## src/rtl/fwp_pkg.sv

```systemverilog
package fwp_pkg;

  // ---------------------------------------------------------------
  // timing
  // ---------------------------------------------------------------
  localparam int CLK_PERIOD_NS = 4;
  // write lockout after supply comes good, plain default
  localparam int PUW_TIME_US = 1000;
  localparam int PUW_CYCLES = (PUW_TIME_US * 1000 + CLK_PERIOD_NS - 1) / CLK_PERIOD_NS;
  // stand-in duration of an internal program, erase or status write
  localparam int OP_TIME_NS = 256;
  localparam int OP_CYCLES = (OP_TIME_NS + CLK_PERIOD_NS - 1) / CLK_PERIOD_NS;

  // ---------------------------------------------------------------
  // array geometry
  // ---------------------------------------------------------------
  localparam int ADDR_W = 21;
  localparam int BIT_CNT_W = 12;
  localparam logic [ADDR_W-1:0] ARRAY_TOP = 21'h1FFFFF;
  localparam logic [4:0] ARRAY_LOG = 5'h15;
  localparam logic [4:0] BLOCK_LOG = 5'h10;
  localparam logic [4:0] SECTOR_LOG = 5'h0C;
  localparam logic [4:0] SEC_CAP_LOG = 5'h0F;
  localparam logic [4:0] PAGE_LOG = 5'h08;
  localparam logic [2:0] EXT_NONE = 3'h0;
  localparam logic [2:0] EXT_FULL_MIN = 3'h6;
  localparam logic [2:0] EXT_SEC_CAP = 3'h4;

  // ---------------------------------------------------------------
  // command codes and lengths in bytes
  // ---------------------------------------------------------------
  localparam logic [7:0] OP_WREN = 8'h06;
  localparam logic [7:0] OP_WRDI = 8'h04;
  localparam logic [7:0] OP_PROG = 8'h02;
  localparam logic [7:0] OP_SECT = 8'h20;
  localparam logic [7:0] OP_BLOCK = 8'hD8;
  localparam logic [7:0] OP_CHIP_A = 8'hC7;
  localparam logic [7:0] OP_CHIP_B = 8'h60;
  localparam logic [7:0] OP_WSR1 = 8'h01;
  localparam logic [7:0] OP_WSR2 = 8'h31;
  localparam logic [7:0] OP_WSR3 = 8'h11;
  localparam logic [7:0] OP_SLEEP = 8'hB9;
  localparam logic [7:0] OP_WAKE = 8'hAB;
  localparam logic [8:0] LEN_CMD = 9'h001;
  localparam logic [8:0] LEN_ONE_DATA = 9'h002;
  localparam logic [8:0] LEN_TWO_DATA = 9'h003;
  localparam logic [8:0] LEN_ADDR = 9'h004;
  localparam logic [8:0] LEN_PROG_MIN = 9'h005;

  // ---------------------------------------------------------------
  // status register layout
  // ---------------------------------------------------------------
  localparam int SR1_BUSY = 0;
  localparam int SR1_WEL = 1;
  localparam int SR1_EXT_LSB = 2;
  localparam int SR1_BOTTOM = 5;
  localparam int SR1_SEC = 6;
  localparam int SR1_LOCK = 7;
  localparam int SR2_QE = 1;
  localparam int SR2_CMP = 6;
  localparam int SR3_HFQ = 4;
  localparam int SR3_DRV_LSB = 5;
  localparam int SR3_PIN_FUNCTION_SELECT = 7;
  localparam logic [7:0] SR1_WR_MASK = 8'hFC;
  localparam logic [7:0] SR2_WR_MASK = 8'h42;
  localparam logic [7:0] SR3_WR_MASK = 8'hF0;
  localparam logic [7:0] SR_RESET = 8'h00;

  // drive strength in percent per code
  localparam logic [6:0] DRV_PCT_00 = 7'h32;
  localparam logic [6:0] DRV_PCT_01 = 7'h19;
  localparam logic [6:0] DRV_PCT_10 = 7'h4B;
  localparam logic [6:0] DRV_PCT_11 = 7'h64;

  // ---------------------------------------------------------------
  // types
  // ---------------------------------------------------------------
  typedef struct packed {
    logic sclk;
    logic csN;
    logic dataIn;
    logic guardN;
    logic mfPin;
    logic supplyLow;
  } fwp_pins_type;

  localparam fwp_pins_type PINS_IDLE = 6'h1F;

  typedef struct packed {
    logic valid;
    logic [ADDR_W-1:0] first;
    logic [ADDR_W-1:0] last;
  } fwp_range_type;

  typedef enum logic [1:0] {ST_OFF, ST_READY, ST_BUSY, ST_SLEEP} fwp_state_type;

endpackage

```

## src/rtl/fwp_sync.sv

```systemverilog
`timescale 1ns/1ps
module fwp_sync #(
  parameter int WIDTH = 1,
  parameter logic [WIDTH-1:0] RST_VAL = '0
) (
  input wire logic ref_clk,
  input wire logic sys_rst,
  input wire logic [WIDTH-1:0] asyncIn,
  output logic [WIDTH-1:0] syncOut
);

  logic [WIDTH-1:0] stage1_reg;

  // first stage feeds only the second
  always_ff @(posedge ref_clk) begin
    if (sys_rst) begin
      stage1_reg <= RST_VAL;
      syncOut <= RST_VAL;
    end else begin
      stage1_reg <= asyncIn;
      syncOut <= stage1_reg;
    end
  end

endmodule

```

## src/rtl/fwp_ctrl.sv

```systemverilog
`timescale 1ns/1ps
// Notes on behaviour
// - quad off: pin pauses or resets per select
// - quad on: pin is data only
// - drive code maps to 50/25/75/100 percent
// - high frequency quad mode follows its bit
// - write commands need whole bytes at deselect
// - low supply disables all commands and clears the latch
// - write commands refused during power-up lockout
// - write latch cleared at power-up
// - program, erase, status write need latch set
// - latch clears when operation completes
// - deep sleep ignores all but wake
// - protection bits set by status write
// - guard pin with lock mode gates status writes while quad is off
// - top protection in 64 KB blocks
// - bottom protection in 64 KB blocks
// - code 000 none, 11x whole array
// - top protection in 4 KB sectors
// - bottom protection in 4 KB sectors
// - invert bit swaps protected and free
// - command touching protected address ignored
// - lock mode and guard low lock status while quad is off
// - extent bits 4:2, bottom 5, sector 6
module fwp_ctrl
  import fwp_pkg::*;
#(
  parameter int PUW_COUNT = PUW_CYCLES,
  parameter int OP_COUNT = OP_CYCLES
) (
  input wire logic ref_clk,
  input wire logic sys_rst,
  input wire logic spiClk,
  input wire logic chipSelN,
  input wire logic serialDataIn,
  input wire logic writeGuardN,
  input wire logic mfPinIn,
  input wire logic supplyLow,
  output logic pauseActive,
  output logic pinResetActive,
  output logic mfPinIsData,
  output logic [6:0] driveStrengthPct,
  output logic highFreqQuad,
  output logic writeEnableLatch,
  output logic deviceBusy,
  output logic deepSleep,
  output logic writeLockout,
  output logic [7:0] statusRegOne,
  output logic [7:0] statusRegTwo,
  output logic [7:0] statusRegThree,
  output fwp_pkg::fwp_range_type protRange,
  output logic opStart,
  output logic [7:0] opCode,
  output fwp_pkg::fwp_range_type opTarget,
  output logic cmdRejected
);

  import fwp_pkg::*;

  localparam int PUW_W = $clog2(PUW_COUNT + 1);
  localparam int OP_W = $clog2(OP_COUNT + 1);

  // ---------------------------------------------------------------
  // pin sampling
  // ---------------------------------------------------------------
  fwp_pins_type pinsRaw;
  fwp_pins_type pinsSync;
  logic sclkPrev_reg;
  logic csPrev_reg;

  assign pinsRaw = '{spiClk, chipSelN, serialDataIn, writeGuardN, mfPinIn, supplyLow};

  fwp_sync #(
    .WIDTH($bits(fwp_pins_type)),
    .RST_VAL(PINS_IDLE)
  ) u_sync (
    .ref_clk(ref_clk),
    .sys_rst(sys_rst),
    .asyncIn(pinsRaw),
    .syncOut(pinsSync)
  );

  always_ff @(posedge ref_clk) begin
    if (sys_rst) begin
      sclkPrev_reg <= 1'b0;
      csPrev_reg <= 1'b1;
    end else begin
      sclkPrev_reg <= pinsSync.sclk;
      csPrev_reg <= pinsSync.csN;
    end
  end

  wire sclkRise = pinsSync.sclk & ~sclkPrev_reg;
  wire csRise = pinsSync.csN & ~csPrev_reg;
  wire csFall = ~pinsSync.csN & csPrev_reg;

  // ---------------------------------------------------------------
  // status registers and pin function
  // ---------------------------------------------------------------
  logic [7:0] sr1_reg;
  logic [7:0] sr2_reg;
  logic [7:0] sr3_reg;
  fwp_state_type state_reg;
  fwp_state_type state_next;

  wire [2:0] extent = sr1_reg[SR1_EXT_LSB +: 3];
  wire bottomSel = sr1_reg[SR1_BOTTOM];
  wire sectorGran = sr1_reg[SR1_SEC];
  wire lockMode = sr1_reg[SR1_LOCK];
  wire quadIo = sr2_reg[SR2_QE];
  wire invertProt = sr2_reg[SR2_CMP];
  wire pinFuncSel = sr3_reg[SR3_PIN_FUNCTION_SELECT];
  wire [1:0] drvSel = sr3_reg[SR3_DRV_LSB +: 2];

  wire pauseNow = ~quadIo & ~pinFuncSel & ~pinsSync.mfPin;
  wire pinResetNow = ~quadIo & pinFuncSel & ~pinsSync.mfPin;
  wire powerOff = pinsSync.supplyLow;

  wire [6:0] drvPct = drvSel == 2'h0 ? DRV_PCT_00 :
                      drvSel == 2'h1 ? DRV_PCT_01 :
                      drvSel == 2'h2 ? DRV_PCT_10 : DRV_PCT_11;

  // ---------------------------------------------------------------
  // serial shifter
  // ---------------------------------------------------------------
  logic [BIT_CNT_W-1:0] bitCnt_reg;
  logic [7:0] shift_reg;
  logic [7:0] opcode_reg;
  logic [23:0] addr_reg;
  logic [7:0] data1_reg;
  logic [7:0] data2_reg;

  // pause freezes the shifter; the host must hold the clock steady meanwhile
  wire shiftEn = sclkRise & ~pinsSync.csN & ~pauseNow & ~pinResetNow & (state_reg != ST_OFF);
  wire byteDone = shiftEn & (bitCnt_reg[2:0] == 3'h7);
  wire [8:0] byteIdx = bitCnt_reg[BIT_CNT_W-1:3];
  wire [7:0] byteNext = {shift_reg[6:0], pinsSync.dataIn};
  wire bitSat = &bitCnt_reg;

  always_ff @(posedge ref_clk) begin
    if (sys_rst || csFall || pinResetNow) begin
      bitCnt_reg <= '0;
    end else if (shiftEn && !bitSat) begin
      bitCnt_reg <= bitCnt_reg + 1'b1;
    end
  end

  always_ff @(posedge ref_clk) begin
    if (sys_rst || csFall) begin
      shift_reg <= 8'h00;
      opcode_reg <= 8'h00;
      addr_reg <= 24'h000000;
      data1_reg <= 8'h00;
      data2_reg <= 8'h00;
    end else if (shiftEn) begin
      shift_reg <= byteNext;
      if (byteDone && byteIdx == 9'h000) opcode_reg <= byteNext;
      if (byteDone && byteIdx == 9'h001) data1_reg <= byteNext;
      if (byteDone && byteIdx == 9'h002) data2_reg <= byteNext;
      if (byteDone && byteIdx >= 9'h001 && byteIdx <= 9'h003) begin
        addr_reg <= {addr_reg[15:0], byteNext};
      end
    end
  end

  // ---------------------------------------------------------------
  // command classification at deselect
  // ---------------------------------------------------------------
  wire [8:0] byteCnt = bitCnt_reg[BIT_CNT_W-1:3];
  wire aligned = (bitCnt_reg[2:0] == 3'h0) & ~bitSat;
  wire isWren = opcode_reg == OP_WREN && byteCnt == LEN_CMD;
  wire isWrdi = opcode_reg == OP_WRDI && byteCnt == LEN_CMD;
  wire isProg = opcode_reg == OP_PROG && byteCnt >= LEN_PROG_MIN;
  wire isSect = opcode_reg == OP_SECT && byteCnt == LEN_ADDR;
  wire isBlock = opcode_reg == OP_BLOCK && byteCnt == LEN_ADDR;
  wire isChip = (opcode_reg == OP_CHIP_A || opcode_reg == OP_CHIP_B) && byteCnt == LEN_CMD;
  wire isWsr1 = opcode_reg == OP_WSR1 && (byteCnt == LEN_ONE_DATA || byteCnt == LEN_TWO_DATA);
  wire isWsr2 = opcode_reg == OP_WSR2 && byteCnt == LEN_ONE_DATA;
  wire isWsr3 = opcode_reg == OP_WSR3 && byteCnt == LEN_ONE_DATA;
  wire isWsr = isWsr1 | isWsr2 | isWsr3;
  wire isSleep = opcode_reg == OP_SLEEP && byteCnt == LEN_CMD;
  wire isWake = opcode_reg == OP_WAKE && byteCnt >= LEN_CMD;
  wire isArray = isProg | isSect | isBlock | isChip;
  wire isWriteClass = isArray | isWsr | isWren;

  // ---------------------------------------------------------------
  // protected range decode
  // ---------------------------------------------------------------
  // field positions
  // sector granularity capped at 32 KB
  wire [4:0] regionLog = extent >= EXT_FULL_MIN ? ARRAY_LOG :
                         !sectorGran ? BLOCK_LOG - 5'h01 + {2'h0, extent} :
                         extent >= EXT_SEC_CAP ? SEC_CAP_LOG :
                         SECTOR_LOG - 5'h01 + {2'h0, extent};
  wire [ADDR_W:0] regionSpan = (22'h000001 << regionLog) - 22'h000001;
  wire [ADDR_W-1:0] regionMask = regionSpan[ADDR_W-1:0];
  wire regionValid = extent != EXT_NONE;
  wire [ADDR_W-1:0] regionFirst = bottomSel ? '0 : ARRAY_TOP & ~regionMask;
  wire [ADDR_W-1:0] regionLast = bottomSel ? regionMask : ARRAY_TOP;

  // whole target span of the command
  wire [4:0] targetLog = isProg ? PAGE_LOG : isSect ? SECTOR_LOG :
                         isBlock ? BLOCK_LOG : ARRAY_LOG;
  wire [ADDR_W:0] targetSpan = (22'h000001 << targetLog) - 22'h000001;
  wire [ADDR_W-1:0] targetMask = targetSpan[ADDR_W-1:0];
  wire [ADDR_W-1:0] targetFirst = addr_reg[ADDR_W-1:0] & ~targetMask;
  wire [ADDR_W-1:0] targetLast = addr_reg[ADDR_W-1:0] | targetMask;

  wire targetInside = regionValid && targetFirst >= regionFirst && targetLast <= regionLast;
  wire targetOverlap = regionValid && targetFirst <= regionLast && targetLast >= regionFirst;
  // any protected byte blocks the command
  wire protHit = invertProt ? ~targetInside : targetOverlap;

  // hardware lock; guard pin is data when quad is on
  wire statusLocked = lockMode & ~pinsSync.guardN & ~quadIo;

  // ---------------------------------------------------------------
  // acceptance
  // ---------------------------------------------------------------
  logic wel_reg;
  logic [PUW_W-1:0] puwCnt_reg;
  logic [OP_W-1:0] opCnt_reg;

  wire puwDone = puwCnt_reg == PUW_W'(PUW_COUNT);
  wire cmdWindow = csRise & (state_reg == ST_READY) & ~pinResetNow;
  // latch and lockout gate write commands
  wire startArray = cmdWindow & isArray & wel_reg & puwDone & aligned & ~protHit;
  // protection bits land only via status write
  wire startWsr = cmdWindow & isWsr & wel_reg & puwDone & aligned & ~statusLocked;
  wire setWel = cmdWindow & isWren & puwDone & aligned;
  wire clrWel = cmdWindow & isWrdi;
  wire enterSleep = cmdWindow & isSleep & aligned;
  wire wakeUp = csRise & (state_reg == ST_SLEEP) & isWake;
  wire refuse = cmdWindow & isWriteClass & ~(startArray | startWsr | setWel);
  wire opDone = (state_reg == ST_BUSY) && opCnt_reg == '0;

  always_comb begin
    state_next = state_reg;
    case (state_reg)
      ST_OFF: begin
        state_next = ST_READY;
      end
      ST_READY: begin
        if (startArray || startWsr) begin
          state_next = ST_BUSY;
        end else if (enterSleep) begin
          state_next = ST_SLEEP;
        end
      end
      ST_BUSY: begin
        if (opDone) state_next = ST_READY;
      end
      ST_SLEEP: begin
        if (wakeUp) state_next = ST_READY;
      end
      default: begin
        state_next = ST_OFF;
      end
    endcase
    // low supply holds the device off
    if (powerOff) begin
      state_next = ST_OFF;
    end else if (pinResetNow) begin
      state_next = ST_READY;
    end
  end

  always_ff @(posedge ref_clk) begin
    if (sys_rst) begin
      state_reg <= ST_OFF;
    end else begin
      state_reg <= state_next;
    end
  end

  // lockout timer restarts whenever supply dips
  always_ff @(posedge ref_clk) begin
    if (sys_rst || powerOff) begin
      puwCnt_reg <= '0;
    end else if (!puwDone) begin
      puwCnt_reg <= puwCnt_reg + 1'b1;
    end
  end

  always_ff @(posedge ref_clk) begin
    if (sys_rst) begin
      opCnt_reg <= '0;
    end else if (startArray || startWsr) begin
      opCnt_reg <= OP_W'(OP_COUNT - 1);
    end else if (opCnt_reg != '0) begin
      opCnt_reg <= opCnt_reg - 1'b1;
    end
  end

  // latch cleared at power-up and on completion
  always_ff @(posedge ref_clk) begin
    if (sys_rst || powerOff || pinResetNow || opDone || clrWel) begin
      wel_reg <= 1'b0;
    end else if (setWel) begin
      wel_reg <= 1'b1;
    end
  end

  // status write; read-only bits never change
  wire wr1 = startWsr & isWsr1;
  wire wr2 = startWsr & ((isWsr1 & byteCnt == LEN_TWO_DATA) | isWsr2);
  wire wr3 = startWsr & isWsr3;
  wire [7:0] wr2Data = isWsr2 ? data1_reg : data2_reg;

  always_ff @(posedge ref_clk) begin
    if (sys_rst) begin
      sr1_reg <= SR_RESET;
      sr2_reg <= SR_RESET;
      sr3_reg <= SR_RESET;
    end else begin
      if (wr1) sr1_reg <= data1_reg & SR1_WR_MASK;
      if (wr2) sr2_reg <= wr2Data & SR2_WR_MASK;
      if (wr3) sr3_reg <= data1_reg & SR3_WR_MASK;
    end
  end

  // ---------------------------------------------------------------
  // registered outputs
  // ---------------------------------------------------------------
  assign writeEnableLatch = wel_reg;
  assign mfPinIsData = quadIo;
  // high frequency flag, zero by default
  assign highFreqQuad = sr3_reg[SR3_HFQ];
  assign statusRegTwo = sr2_reg;
  assign statusRegThree = sr3_reg;

  always_ff @(posedge ref_clk) begin
    if (sys_rst) begin
      pauseActive <= 1'b0;
      pinResetActive <= 1'b0;
      driveStrengthPct <= DRV_PCT_00;
      deviceBusy <= 1'b0;
      deepSleep <= 1'b0;
      writeLockout <= 1'b1;
      statusRegOne <= SR_RESET;
      protRange <= '0;
      opStart <= 1'b0;
      opCode <= 8'h00;
      opTarget <= '0;
      cmdRejected <= 1'b0;
    end else begin
      pauseActive <= pauseNow;
      pinResetActive <= pinResetNow;
      driveStrengthPct <= drvPct;
      deviceBusy <= state_next == ST_BUSY;
      deepSleep <= state_next == ST_SLEEP;
      writeLockout <= ~puwDone;
      statusRegOne <= {sr1_reg[7:2], wel_reg, state_reg == ST_BUSY};
      protRange <= '{regionValid, regionFirst, regionLast};
      opStart <= startArray;
      cmdRejected <= refuse;
      if (startArray) begin
        opCode <= opcode_reg;
        opTarget <= '{1'b1, targetFirst, targetLast};
      end
    end
  end

  // ---------------------------------------------------------------
  // checks
  // ---------------------------------------------------------------
  supply_clears_wel_a: assert property (@(posedge ref_clk) disable iff (sys_rst)
    powerOff |=> !wel_reg && state_reg == ST_OFF)
    else $error("write latch or state survived low supply");

  lockout_blocks_op_a: assert property (@(posedge ref_clk) disable iff (sys_rst)
    opStart |-> $past(puwDone) && !$past(powerOff))
    else $error("operation started during power-up lockout");

  op_needs_wel_a: assert property (@(posedge ref_clk) disable iff (sys_rst)
    opStart |-> $past(wel_reg) && deviceBusy)
    else $error("operation started without write latch");

  done_clears_wel_a: assert property (@(posedge ref_clk) disable iff (sys_rst)
    opDone && !powerOff |=> !wel_reg && state_reg == ST_READY)
    else $error("write latch not cleared on completion");

  sleep_ignores_a: assert property (@(posedge ref_clk) disable iff (sys_rst)
    state_reg == ST_SLEEP && !wakeUp && !powerOff && !pinResetNow
      |=> state_reg == ST_SLEEP && !opStart && !deviceBusy)
    else $error("command acted on in deep sleep");

  byte_boundary_a: assert property (@(posedge ref_clk) disable iff (sys_rst)
    opStart |-> $past(bitCnt_reg[2:0]) == 3'h0)
    else $error("operation started off a byte boundary");

  prot_blocks_op_a: assert property (@(posedge ref_clk) disable iff (sys_rst)
    cmdWindow && isArray && protHit |=> !opStart && !deviceBusy)
    else $error("protected range was written");

  status_lock_a: assert property (@(posedge ref_clk) disable iff (sys_rst)
    statusLocked |=> $stable(sr1_reg) && $stable(sr2_reg))
    else $error("status register changed while locked");

  whole_array_a: assert property (@(posedge ref_clk) disable iff (sys_rst)
    extent >= EXT_FULL_MIN |-> regionFirst == '0 && regionLast == ARRAY_TOP)
    else $error("whole-array code decoded wrongly");

  sector_cap_a: assert property (@(posedge ref_clk) disable iff (sys_rst)
    sectorGran && extent >= EXT_SEC_CAP && extent < EXT_FULL_MIN
      |-> regionMask == 21'h007FFF)
    else $error("sector extent not capped at 32 KB");

endmodule

```

## config.mk

```make
export PLATFORM = sky130hd
export DESIGN_NAME = fwp_ctrl
export DESIGN_NICKNAME = d
export VERILOG_FILES = /design/src/rtl/fwp_pkg.sv /design/src/rtl/fwp_sync.sv /design/src/rtl/fwp_ctrl.sv
export SDC_FILE = /design/constraint.sdc
export NUM_CORES = 1
export LEC_CHECK = 0
export BUFFER_PORTS_ARGS = -buffer_cell sky130_fd_sc_hd__buf_2
export CAP_MARGIN = 20
export CORE_MARGIN = 3
export CORE_UTILIZATION = 38
export DETAILED_ROUTE_END_ITERATION = 16
export PLACE_DENSITY = 0.65
export RECOVER_POWER = 25
export SLEW_MARGIN = 20
export SYNTH_ARGS = -nofsm -noshare
export SYNTH_HDL_FRONTEND = slang
export SYNTH_HIERARCHICAL = 1
export SYNTH_SLANG_ARGS = --single-unit
```

## constraint.sdc

```tcl
create_clock -name ref_clk -period 9.98 [get_ports ref_clk]
set_input_delay 0.998 -clock ref_clk [delete_from_list [all_inputs] [get_ports ref_clk]]
set_output_delay 0.998 -clock ref_clk [all_outputs]
set_load 0.02 [all_outputs]
```

; After elaboration in Yosys (flattened, before gate mapping)
; Index checks and enable logic that the tools add are counted.
[op_classes]
n_mux = 21
addsub = 7
n_shift = 2
order_cmp = 9
eq_ne = 25
n_bitwise = 70
reduce_logical = 49
[ops]
columns = operator, n
row1 = 21-bit greater-or-equal comparator, 2
row2 = 21-bit <= comparator, 2
row3 = 21-bit 2-to-1 mux, 2
row4 = 21-bit inverter, 2
row5 = 1-bit by 5-bit left shift with 21-bit output (first input constant), 2
row6 = 21-bit by 1-bit subtractor with 21-bit output (second input constant), 2
row7 = 1-bit AND, 41
row8 = 8-bit equality test (second input constant), 4
row9 = 5-bit 2-to-1 mux, 5
row10 = 6-bit 2-to-1 mux, 4
row11 = 1-bit logical AND, 22
row12 = 21-bit AND, 1
row13 = 21-bit bitwise OR, 1
row14 = 18-bit by 1-bit adder with 18-bit output (second input constant), 1
row15 = 18-bit equality test (second input constant), 1
row16 = 9-bit by 2-bit equality test with 1-bit output (second input constant), 2
row17 = 8-bit by 3-bit equality test with 1-bit output (second input constant), 2
row18 = 8-bit by 6-bit equality test with 1-bit output (second input constant), 2
row19 = 1-bit inverter, 15
row20 = 12-bit by 1-bit adder with 12-bit output (second input constant), 1
row21 = 2-bit 2-to-1 mux, 6
row22 = 12-bit AND reduction, 1
row23 = 4-bit by 3-bit adder with 5-bit output (first input constant), 2
row24 = 2-bit equality test (second input constant), 5
row25 = other kinds (30), 55
[word_totals]
elab_cells = 218
in_bits = 8
register_bits = 233
out_inout_bits = 135

; Longest topological paths before layout
; Gate-level depths: netlist of run 1.
[depth]
ltp_word = 22
mapped_depth = 27
ltp_nobuf = 22

; By module
; The synthesis of run 1 kept the hierarchy.
[by_module_without_submodules]
columns = mod, seq_area_each_um2, area_each_um2, cells_per_inst, n_inst
row1 = fwp_ctrl, 4284.1, 11408.4, 1330, 1
row2 = fwp_sync, 240.2, 325.3, 25, 1

; Worst setup path after synthesis of run 1
; OpenSTA, ideal clock, no wires.
[synth_path]
kind = register -> register
from = register sr1_reg[2]
to = register state_reg[1]
slack_ns = 4.379
n_path_buf = 6
stages_incl_launch_ff = 25
t_arrival_ns = 5.526
required_ns = 9.905
period_less_slack_ns = 5.601
setup_time_ns = 0.075
cell_sequence = dfxtp_1 > clkbuf_1 > inv_1 > ha_1 > ha_1 > clkbuf_1 > xor2_1 > a22o_1 > buf_2 > nand2_1 > or3_1 > ha_1 > clkbuf_1 > o21a_1 > and2_1 > or3_1 > ha_1 > a21oi_1 > a21oi_1 > o31a_2 > a2bb2oi_1 > or4_1 > buf_6 > buf_8 > a31oi_1
[synth_via]
elab_chain_cells = 20
word_cells_on_any_way = 30
cone_classes = 3 x add/sub / 6 x order compare / 1 x shift / 10 x mux / 4 x bitwise / 6 x reduce/logical
[synth_rtl]
columns = element, line_no
row1 = start: declaration, fwp_ctrl.sv:100  ; logic [7:0] sr1_reg;
row2 = start signal: assignment, fwp_ctrl.sv:316  ; if (wr1) sr1_reg <= data1_reg & SR1_WR_MASK;
row3 = 4-bit by 3-bit adder with 5-bit output or 3-bit greater-or-equal comparator (tied branches), "fwp_ctrl.sv:194, fwp_ctrl.sv:193"
row4 = 5-bit 2-to-1 mux, fwp_ctrl.sv:193  ; extent >= EXT_SEC_CAP ? SEC_CAP_LOG :
row5 = 5-bit 2-to-1 mux, fwp_ctrl.sv:192  ; !sectorGran ? BLOCK_LOG - 5'h01 + {2'h0, extent} :
row6 = 5-bit 2-to-1 mux, fwp_ctrl.sv:191  ; wire [4:0] regionLog = extent >= EXT_FULL_MIN ? ARRAY_LOG :
row7 = 1-bit by 5-bit left shift with 21-bit output, fwp_ctrl.sv:195  ; wire [ADDR_W:0] regionSpan = (22'h000001 << regionLog) - 22'h000001;
row8 = 21-bit by 1-bit subtractor with 21-bit output, fwp_ctrl.sv:195
row9 = 21-bit inverter, fwp_ctrl.sv:198  ; wire [ADDR_W-1:0] regionFirst = bottomSel ? '0 : ARRAY_TOP & ~regionMask;
row10 = 21-bit 2-to-1 mux, fwp_ctrl.sv:198
row11 = [4 not listed], -
row12 = 1-bit 2-to-1 mux *, fwp_ctrl.sv:212  ; wire protHit = invertProt ? ~targetInside : targetOverlap;
row13 = 1-bit inverter *, fwp_ctrl.sv:227  ; wire startArray = cmdWindow & isArray & wel_reg & puwDone & aligned & ~protHit;
row14 = 1-bit AND *, fwp_ctrl.sv:227
row15 = 1-bit logical OR *, fwp_ctrl.sv:244  ; if (startArray || startWsr) begin
row16 = 2-bit 2-to-1 mux *, fwp_ctrl.sv:244
row17 = 2-bit case mux with 4 select lines *, fwp_ctrl.sv:239  ; case (state_reg)
row18 = 2-bit 2-to-1 mux *, fwp_ctrl.sv:263  ; end else if (pinResetNow) begin
row19 = 2-bit 2-to-1 mux *, fwp_ctrl.sv:261  ; if (powerOff) begin
row20 = end signal: assignment, fwp_ctrl.sv:272  ; state_reg <= state_next;
row21 = end: declaration, fwp_ctrl.sv:103  ; fwp_state_type state_reg;
; Mark *: on every way between the ends. The rest lies on a longest branch, timed or not.
; A chain may end at the register's enable or synchronous reset.

; Worst setup path in the final report of run 1
[layout_path]
from = register sr1_reg[2]
to = register opTarget[11] (netlist bit)
[layout_via]
elab_chain_cells = 15
word_cells_on_any_way = 25
cone_classes = 3 x add/sub / 6 x order compare / 1 x shift / 6 x mux / 4 x bitwise / 5 x reduce/logical
[layout_rtl]
columns = element, line_no
row1 = 4-bit by 3-bit adder with 5-bit output or 3-bit greater-or-equal comparator (tied branches), "fwp_ctrl.sv:194, fwp_ctrl.sv:193"
row2 = 5-bit 2-to-1 mux, fwp_ctrl.sv:193
row3 = 5-bit 2-to-1 mux, fwp_ctrl.sv:192
row4 = 5-bit 2-to-1 mux, fwp_ctrl.sv:191
row5 = 1-bit by 5-bit left shift with 21-bit output, fwp_ctrl.sv:195
row6 = 21-bit by 1-bit subtractor with 21-bit output, fwp_ctrl.sv:195
row7 = 21-bit inverter, fwp_ctrl.sv:198
row8 = 21-bit 2-to-1 mux, fwp_ctrl.sv:198
row9 = 21-bit greater-or-equal comparator, fwp_ctrl.sv:209  ; wire targetInside = regionValid && targetFirst >= regionFirst && targetLast <= regionLast;
row10 = 1-bit logical AND (2 in series), fwp_ctrl.sv:209
row11 = 1-bit inverter, fwp_ctrl.sv:212
row12 = 1-bit 2-to-1 mux *, fwp_ctrl.sv:212
row13 = 1-bit inverter *, fwp_ctrl.sv:227
row14 = 1-bit AND *, fwp_ctrl.sv:227
row15 = end signal: assignment, fwp_ctrl.sv:359  ; opTarget <= '{1'b1, targetFirst, targetLast};
row16 = end: declaration, fwp_ctrl.sv:54  ; output fwp_pkg::fwp_range_type opTarget,
; Marks and branches as above.

==> flow_summary_export.csv, run 1 <==
group,metric,value,unit
clocking,clkTransAtPathRegs,0.06,ns
place,gp_congestion,0.9118,
logic_synthesis,synth.top_cell.area_share,38.56,%
clocking,ctsHtreeMaxLevel,1,
logic_synthesis,synthTopCellsByCount,"dfxtp_1 (226), nor2_1 (149), nand2_1 (114)",
global_route,grt_max_degree,67,
global_route,grt_remaining_overflow,0,
critical_path,endpoint_kind,"flip-flop",
die,fp.dieW,181.7,µm
critical_path,slowest_stage,"and3_1",
clocking,cts_root_buffer,"clkbuf_16",
logic_synthesis,synth_cells,1355,
power_and_ir_drop,finalPower,1977,µW
routing,ant_nets,0,
critical_path,worstReg2RegStart,"sr1_reg[2]",
sta,rsz0062_at_grt,"false",
run_status,status,"complete, but fails checks",
min_path,hp-start,"u_sync/stage1_reg[0]",
logic_synthesis,async_flop_share,0,%
logic_synthesis,synth_top_cell_by_area,"dfxtp_1",
logic_synthesis,synth_cell_type_count,88,
run,cap_violations,3,
routing,drc,0,
logic_synthesis,syn_avg_cell_area,8.660,µm²
critical_path,crit_type,"reg -> reg",
clocking,postCtsHoldBufs,0,
finish,syn_to_final_growth,13.79,%
sta,period_share,72.49,%
sta,maxSlewHeadroom,-91.37,%
place,place_ws,2.779,ns
critical_path,max_stage_delay,0.89,ns
die,core_area,0.03003,mm²
sta,drv_slew,178,
global_route,grt.total_usage,19.72,%
routing,first_pass_iters,5,
die,die_h,181.7,µm
global_route,grt_pass1_wl,53590,µm
finish,drive_gt1_share,11.89,%
routing,drt_iter0_drc,742,
routing,wl,33730,µm
critical_path,critical_path.startpoint,"sr1_reg[2]",
clocking,cts_setup_buffers,0,
logic_synthesis,synth_warnings,6,
sta,setup_violations,0,
die,ioPinCount,143,
routing,vias,10220,
logic_synthesis,synth_area_leaders,"dfxtp_1 (39%), ha_1 (11%), nor2_1 (4.8%)",
min_path,min_path_type,"reg -> reg",
routing,viasPerCell,5.488,
power_and_ir_drop,vdd_drop_max,0.1012,mV
sta,tightest_slew,2.871,ns
critical_path,cp_cell_sequence,"inv_1 > ha_1 > ha_1 > xor2_1 > a22o_1 > nand2_1 > or3_1 > ha_1 > o21a_1 > nand2b_1 > xnor2_1 > and2_1 > ha_1 > nand2_1 > nor4_1 > nand2_1 > o221ai_1 > o2bb2ai_2 > buf_4 > and3_1 > a311oi_1",
sta,fin_ws,2.745,ns
power_and_ir_drop,total_leakage_power,0.005357,µW
die,fp.dieArea,0.03302,mm²
clocking,cts_inserted_buffers,26,
logic_synthesis,yosys_register_bits,226,
logic_synthesis,syn_area,0.01173,mm²
critical_path,start_kind,"flip-flop",
run_status,violations,"capacitance limit, slew limit",
critical_path,path_common_cell,"ha_1",
global_route,antenna_found_initial,0,
clocking,cts_buffer_depth,3,
critical_path,critPathTopFamily,"simple AND/OR/NAND/NOR gates",
power_and_ir_drop,powerDensity,148.1,mW/mm²
die,initial_core_util,39.07,%
clocking,ctsResizeCount,0,
finish,diodes,0,
logic_synthesis,yosysMostFrequentCell,"dfxtp_1",
routing,wl_per_cell,18.11,µm
sta,setup_tns,0,ns
sta,finalHoldViolations,0,
critical_path,critPathMaxFanout,42,
global_route,grt_pass1_vias,9775,
logic_synthesis,synth_edf_count,0,
finish,final_nets,1563,
sta,clock.fmax,0.1382,GHz
place,port-buffer-count,132,
die,rows,63,
place,hpwl,25030,µm
clocking,clock-sinks,226,
critical_path,crit_buf_inv,2,
sta,fin_hold_ws,0.4021,ns
logic_synthesis,synth_ff_type,"dfxtp_1",
critical_path,cp.arrival,7.52,ns
logic_synthesis,seq_area_frac_synth,38.56,%
clocking,cts_tree,"yes",
critical_path,cp_data_required_time,10.26,ns
clocking,clkLatencyLatePin,0.54,ns
sta,finalClockSkew,0.02381,ns
sta,finalCriticalPeriod,7.235,ns
## path summary, 6_finish.rpt
check	end	slack [ns]	cells past startpoint
setup / recovery	opTarget[11]	2.75	21
hold / removal	u_sync/syncOut[0]	0.40	1
setup reg to reg	opTarget[11]	2.75	21
hold reg to reg	u_sync/syncOut[0]	0.40	1
## metrics by stage
stage	instance area (µm²)	utilization (%)	cells
after detailed placement	12570	41.86	1816
after floorplan	11800	-	1373
after global routing	13350	44.46	1862
after global placement	12570	41.86	1816
after CTS	13420	44.69	1862
final	13350	44.46	1862
## layout make-up
type | instances | area, µm²
multi-input combinational | 1011 | 6659
timing repair buffer | 141 | 649.4
fill | 2998 | 16680
clock buffer | 33 | 737.0
clock inverter | 13 | 113.9
tap | 390 | 488.0
inverter | 48 | 180.2
sequential | 226 | 4524
## routing by layer
metal	share of wire (%)	track usage (%)	up-vias
met4	3.4	6.459	0
met5	0	0	-
met1	43	25.64	4796
met3	5.9	3.205	71
met2	47	33.38	326
li1	-	-	5025
## cell families after synthesis
group | Yosys count | synth area share [%]
buf+inv | 136 | 5.598
fa+ha+maj | 101 | 10.77
simple gates | 532 | 23.47
flops | 226 | 38.56
compound gates | 287 | 15.75
mux | 43 | 3.700
xor+xnor | 28 | 2.090
other cells | 2 | 0.06400
## power by group
group	switching, µW	total (µW)	internal, µW
Clock	384	932	547
Sequential	9.69	930	920
Combinational	71.7	116	44.3
Total	466	1980	1510
## layout by cell type, fill, tap and decap left out, types with 10 or more instances in the layout
cell and instances:
and3_1 11, a31oi_1 28, a211oi_1 15, conb_1 20, nor2b_1 21, a21oi_1 111
nor2_1 149, nand2b_1 21, xnor2_1 13, and2_1 24, nand2_1 114, nor3_1 25
dfxtp_1 226, o31ai_1 25, mux2i_1 40, nand3_1 34, or2_1 10, nand4_1 47
nor4_1 10, xor2_1 15, clkbuf_1 60, buf_2 75, a311oi_1 13, ha_1 101
clkbuf_16 26, o21ai_0 30, inv_1 47
(Power assumes the default switching activity.)
==> run 2: changes to the inputs <==
--- a/config.mk
+++ b/config.mk
@@ -5,6 +5,7 @@
 export SDC_FILE = /design/constraint.sdc
 export NUM_CORES = 1
 export LEC_CHECK = 0
+export ABC_AREA = 1
 export BUFFER_PORTS_ARGS = -buffer_cell sky130_fd_sc_hd__buf_2
 export CAP_MARGIN = 20
 export CORE_MARGIN = 3
==> constraint.sdc (replaced) <==
create_clock -name ref_clk -period 7.1 [get_ports ref_clk]
set_input_delay 0.71 -clock ref_clk [delete_from_list [all_inputs] [get_ports ref_clk]]
set_output_delay 0.71 -clock ref_clk [all_outputs]
set_load 0.02 [all_outputs]
==> flow_summary_export.csv, run 2 <==
group,metric,value,unit
run_status,status,"complete, but fails checks",
run_status,violations,"capacitance limit, slew limit",
logic_synthesis,synth_area_leaders,"dfxtp_1 (39%), ha_1 (11%), nor2_1 (9.7%)",
critical_path,endpoint_kind,"flip-flop",
die,initial_core_util,38.95,%
place,place_ws,1.515,ns
logic_synthesis,yosys_register_bits,226,
clocking,ctsResizeCount,0,
critical_path,crit_buf_inv,4,
critical_path,r2r-end,"opTarget[22]",
critical_path,max_stage_delay,0.55,ns
routing,drc,0,
sta,setup_tns,0,ns
logic_synthesis,syn_avg_cell_area,7.069,µm²
finish,drive_gt1_share,8.496,%
routing,viasPerCell,4.865,
critical_path,start_kind,"flip-flop",
die,ioPinCount,143,
routing,ant_nets,0,
critical_path,crit_type,"reg -> reg",
power_and_ir_drop,p_comb_share,7.0,%
sta,finalCriticalPeriod,5.660,ns
critical_path,critPathMaxFanout,11,
finish,syn_to_final_growth,14.70,%
clocking,cts_root_buffer,"clkbuf_16",
power_and_ir_drop,swShare,23.89,%
critical_path,cp_data_required_time,7.51,ns
critical_path,critPathTopFamily,"simple AND/OR/NAND/NOR gates",
finish,fillers,3100,
sta,drv_slew,63,
sta,period_share,79.71,%
place,hpwl,25390,µm
critical_path,reg2reg_slack,1.44,ns
finish,diodes,0,
global_route,grt.total_usage,19.12,%
routing,wl_per_cell,14.84,µm
power_and_ir_drop,p_int,2093,µW
critical_path,critical_path.startpoint,"sr1_reg[3]",
logic_synthesis,synth_warnings,6,
power_and_ir_drop,power_frac_clock,45.3,%
clocking,clock-sinks,226,
die,die_h,181.0,µm
place,port-buffer-count,132,
clocking,cts_buffer_depth,3,
die,fp.dieArea,0.03276,mm²
die,core_area,0.02987,mm²
clocking,clkLatencyLatePin,0.54,ns
min_path,hold_path_depth,3,
min_path,whs_endpoint,"u_sync/stage1_reg[1]",
sta,tightest_slew,2.763,ns
critical_path,path_common_cell,"nand2_1",
global_route,grt_max_degree,65,
clocking,cts_setup_buffers,0,
power_and_ir_drop,total_leakage_power,0.006368,µW
logic_synthesis,syn_area,0.01164,mm²
logic_synthesis,synth_ff_type,"dfxtp_1",
critical_path,worstReg2RegStart,"sr1_reg[3]",
die,fp.dieW,181.0,µm
logic_synthesis,synth_cell_type_count,46,
logic_synthesis,seq_area_frac_synth,38.88,%
finish,multiInputGateArea,0.006010,mm²
finish,regArea,0.004524,mm²
logic_synthesis,yosysMostFrequentCell,"nor2_1",
run,cap_violations,1,
finish,final_nets,1882,
clocking,cts_inserted_buffers,25,
logic_synthesis,synthTopCellsByCount,"nor2_1 (300), nand2_1 (287), inv_1 (229)",
sta,rsz0062_at_grt,"false",
logic_synthesis,synth_cells,1646,
clocking,clkTransAtPathRegs,0.06,ns
finish,final_cell_mix,"nor2_1 (300), nand2_1 (287), inv_1 (231)",
logic_synthesis,synth_top_cell_by_area,"dfxtp_1",
global_route,antenna_found_initial,0,
place,gp_congestion,0.9407,
logic_synthesis,synth_edf_count,0,
critical_path,cp.arrival,6.07,ns
routing,vias,10600,
sta,fin_ws,1.440,ns
die,rows,63,
routing,wl,32350,µm
sta,setup_violations,0,
power_and_ir_drop,switchingPower,656.9,µW
clocking,ctsHtreeMaxLevel,1,
global_route,grt_pass1_vias,9898,
power_and_ir_drop,seqPwrFrac,47.7,%
global_route,grt_pass1_wl,51440,µm
global_route,grt_remaining_overflow,0,
logic_synthesis,synth.top_cell.area_share,38.88,%
routing,drt_iter0_drc,572,
critical_path,reg2regPathDepth,28,
logic_synthesis,async_flop_share,0,%
sta,maxSlewHeadroom,-84.17,%
power_and_ir_drop,finalPower,2750,µW
finish,layout_commonest_cell,"nor2_1",
power_and_ir_drop,powerDensity,206.0,mW/mm²
sta,finalHoldViolations,0,
clocking,postCtsHoldBufs,0,
min_path,min_path_type,"in -> reg",
critical_path,slowest_stage,"nor2_1",
sta,clock.fmax,0.1767,GHz
routing,first_pass_iters,5,
min_path,hp-start,"mfPinIn",
clocking,cts_tree,"yes",
finish,final_util,44.67,%
sta,finalClockSkew,0.01580,ns
power_and_ir_drop,vdd_drop_max,0.1536,mV
[run 2: cell count changes after synthesis, moves of 24 or more]
cell,before,now
nand2_1,114,287
and2_1,24,0
a31oi_1,28,3
o21ai_1,1,29
o21ai_0,30,101
inv_1,47,229
mux2i_1,40,0
o31ai_1,25,0
nor2_1,149,300
[run 2: cells by family after synthesis]
group	synth area share, %
adder cells (fa/ha/maj)	10.86
other	0.06454
XOR/XNOR	0.6022
flip-flops	38.88
AO/OA/AOI/OAI	13.06
buffers and inverters	10.10
AND/OR/NAND/NOR	26.33
multiplexers	0.09677
[run 2: per-stage QoR]
step	instance area (µm²)	cells	hold WS, ns
after floorplan	11700	1664	0.3856
after global placement	12610	2135	0.3902
after detailed placement	12630	2136	0.3990
after CTS	13420	2179	0.3293
after global routing	13350	2179	0.3318
final	13350	2179	0.3517
[run 2: power groups by stage]
stage / Clock, µW / Combinational (µW) / Sequential (µW)
2_1_floorplan: 0 / 144 / 1350
3_3_place_gp: 0 / 188 / 1340
3_5_place_dp: 0 / 193 / 1340
4_1_cts: 1280 / 193 / 1310
5_1_grt: 1330 / 224 / 1310
6_report: 1240 / 193 / 1310
[run 2: tightest hold or removal path, delay by kind of cell]
family / cells / cell delay (ns)
AND/OR/NAND/NOR: 1 / 0.04
buffers and inverters: 2 / 0.10
[run 2: area by class of cell]
type                       count  area share (%)
inverter                     238           6.694
sequential                   226           33.90
timing repair buffer         138           4.837
multi-input combinational   1144           45.03
tap                          390           3.656
clock buffer                  35           5.269
clock inverter                 8          0.6187
[run 2: worst max path at each step]
stage,slack (ns),endpoint,depth (start not counted)
after floorplan,2.91,opTarget[31],30
after global placement,1.73,opTarget[33],28
after detailed placement,1.51,opTarget[22],28
after CTS,1.49,opTarget[22],28
after global routing,0.83,opCnt_reg[5],30
final,1.44,opTarget[22],28
[run 2: per-layer routing]
layer  vias to the layer above  part of all wire [%]  track usage [%]
li1                       5517                     -                -
met1                      4755                    43            23.68
met2                       272                    48            34.11
met3                        57                   5.4            3.000
met4                         0                   3.3            5.972
met5                         -                     0                0
==> run 3: changes to the inputs <==
==> constraint.sdc (replaced) <==
create_clock -name ref_clk -period 5.7 [get_ports ref_clk]
set_input_delay 0.57 -clock ref_clk [delete_from_list [all_inputs] [get_ports ref_clk]]
set_output_delay 0.57 -clock ref_clk [all_outputs]
set_load 0.02 [all_outputs]
==> flow_summary_export.csv, run 3 (same netlist as run 2, synthesis figures left out) <==
group,metric,value,unit
min_path,hold_path_depth,3,
die,ioPinCount,143,
routing,vias,10560,
sta,setup_violations,0,
clocking,clock-sinks,226,
critical_path,start_kind,"flip-flop",
die,fp.dieArea,0.03276,mm²
clocking,cts_setup_buffers,0,
die,initial_core_util,38.95,%
routing,wl_met3,1612,µm
finish,final_nets,1884,
sta,finalCriticalPeriod,5.155,ns
critical_path,slowest_stage,"dfxtp_1",
critical_path,critPathTopFamily,"simple AND/OR/NAND/NOR gates",
global_route,grt.total_usage,18.88,%
routing,first_pass_iters,6,
run_status,status,"complete, but fails checks",
run,cap_violations,1,
clocking,cts_inserted_buffers,25,
critical_path,crit_buf_inv,5,
global_route,grt_max_degree,72,
clocking,ctsResizeCount,0,
min_path,min_path_type,"in -> reg",
die,core_area,0.02987,mm²
critical_path,critPathMaxFanout,25,
sta,rsz0062_at_grt,"false",
clocking,clkLatencyLatePin,0.54,ns
routing,viasPerCell,4.836,
die,die_h,181.0,µm
sta,finalHoldViolations,0,
sta,finalClockSkew,0.01040,ns
place,hpwl,24610,µm
finish,final_util,45.06,%
clocking,ctsHtreeMaxLevel,1,
critical_path,endpoint_kind,"flip-flop",
sta,tightest_slew,2.787,ns
place,port-buffer-count,132,
power_and_ir_drop,vdd_drop_max,0.2322,mV
die,rows,63,
routing,wl_per_cell,14.59,µm
clocking,cts_root_buffer,"clkbuf_16",
die,fp.dieW,181.0,µm
critical_path,path_common_cell,"nand2_1",
routing,ant_nets,0,
routing,drt_iter0_drc,641,
critical_path,cp_data_required_time,6.12,ns
routing,wl,31860,µm
clocking,clkTransAtPathRegs,0.06,ns
clocking,cts_tree,"yes",
critical_path,crit_type,"reg -> reg",
critical_path,reg2regPathDepth,30,
place,gp_congestion,0.9411,
power_and_ir_drop,powerDensity,265.1,mW/mm²
finish,final_cell_mix,"nor2_1 (300), nand2_1 (287), inv_1 (230)",
run_status,violations,"capacitance limit, slew limit",
sta,setup_tns,0,ns
clocking,cts_buffer_depth,3,
critical_path,max_stage_delay,0.38,ns
routing,drt-met1-wl,13890,µm
finish,drive_gt1_share,8.974,%
global_route,antenna_found_initial,0,
routing,top_layer,"met4",
routing,wl_met2,15150,µm
sta,maxSlewHeadroom,-85.83,%
sta,clock.fmax,0.1940,GHz
finish,diodes,0,
global_route,grt_pass1_wl,50870,µm
global_route,grt_remaining_overflow,0,
finish,fillers,3104,
critical_path,cp.arrival,5.58,ns
power_and_ir_drop,total_leakage_power,0.006417,µW
global_route,grt_pass1_vias,9882,
clocking,postCtsHoldBufs,0,
sta,period_share,90.43,%
finish,layout_commonest_cell,"nor2_1",
critical_path,cp_num_cells,30,
routing,drc,0,
sta,drv_slew,63,
finish,syn_to_final_growth,15.68,%
-- run 3: changes by cell type in the layout (fill, tap and decap cells not counted), moves of 2 or more --
cell,delta
bufinv_16,+2
clkbuf_1,-4
clkinv_4,+2
inv_6,+2
-- run 3: path summary, 6_finish.rpt --
path,start,endpoint,slack (ns)
worst min-delay path,supplyLow,u_sync/stage1_reg[0],0.21
worst max-delay path,sr1_reg[3],opCnt_reg[2],0.55
worst max register to register,sr1_reg[3],opCnt_reg[2],0.55
worst min register to register,u_sync/stage1_reg[3],u_sync/syncOut[3],0.41
-- run 3: layer usage --
layer | track usage, % | up-vias
met5 | 0 | -
met4 | 6.338 | 0
met3 | 2.899 | 69
met2 | 33.24 | 239
met1 | 23.60 | 4725
li1 | - | 5528
-- run 3: layout make-up --
type | instances | area [µm²] | share of cell area (%)
clock inverters | 14 | 180.2 | 1.339
inverters | 238 | 893.4 | 6.637
well taps | 390 | 488.0 | 3.625
repair buffers | 140 | 658.1 | 4.889
flip-flops and latches | 226 | 4524 | 33.61
clock buffers | 32 | 701.9 | 5.215
multi-input cells | 1144 | 6015 | 44.68
-- run 3: stage by stage --
stage / total power [µW] / hold slack (ns) / instance area, µm² / std cells / worst slack (ns)
global route: 3712 / 0.2101 / 13460 / 2184 / 0.08081
CTS: 3618 / 0.1824 / 13530 / 2184 / 0.3705
finish: 3568 / 0.2081 / 13460 / 2184 / 0.5453
detailed placement: 1906 / 0.3977 / 12650 / 2138 / 0.3835
floorplan: 1858 / 0.3856 / 11700 / 1664 / 1.511
global placement: 1900 / 0.3898 / 12650 / 2138 / 0.5770
-- run 3: worst reg2reg max path, delay by kind of cell (launching register included) --
kind | cells | cell delay, ns
simple gates | 19 | 2.64
fa+ha+maj | 4 | 0.90
buf+inv | 5 | 0.56
flops | 1 | 0.38
xor+xnor | 1 | 0.32
compound gates | 1 | 0.21
-- run 3: report_power, final --
| part | switching, µW | internal, µW | total, µW |
|---|---|---|---|
| clock | 677 | 1020 | 1690 |
| sequential | 19.5 | 1610 | 1630 |
| combinational | 153 | 86.9 | 240 |
| total | 849 | 2720 | 3570 |
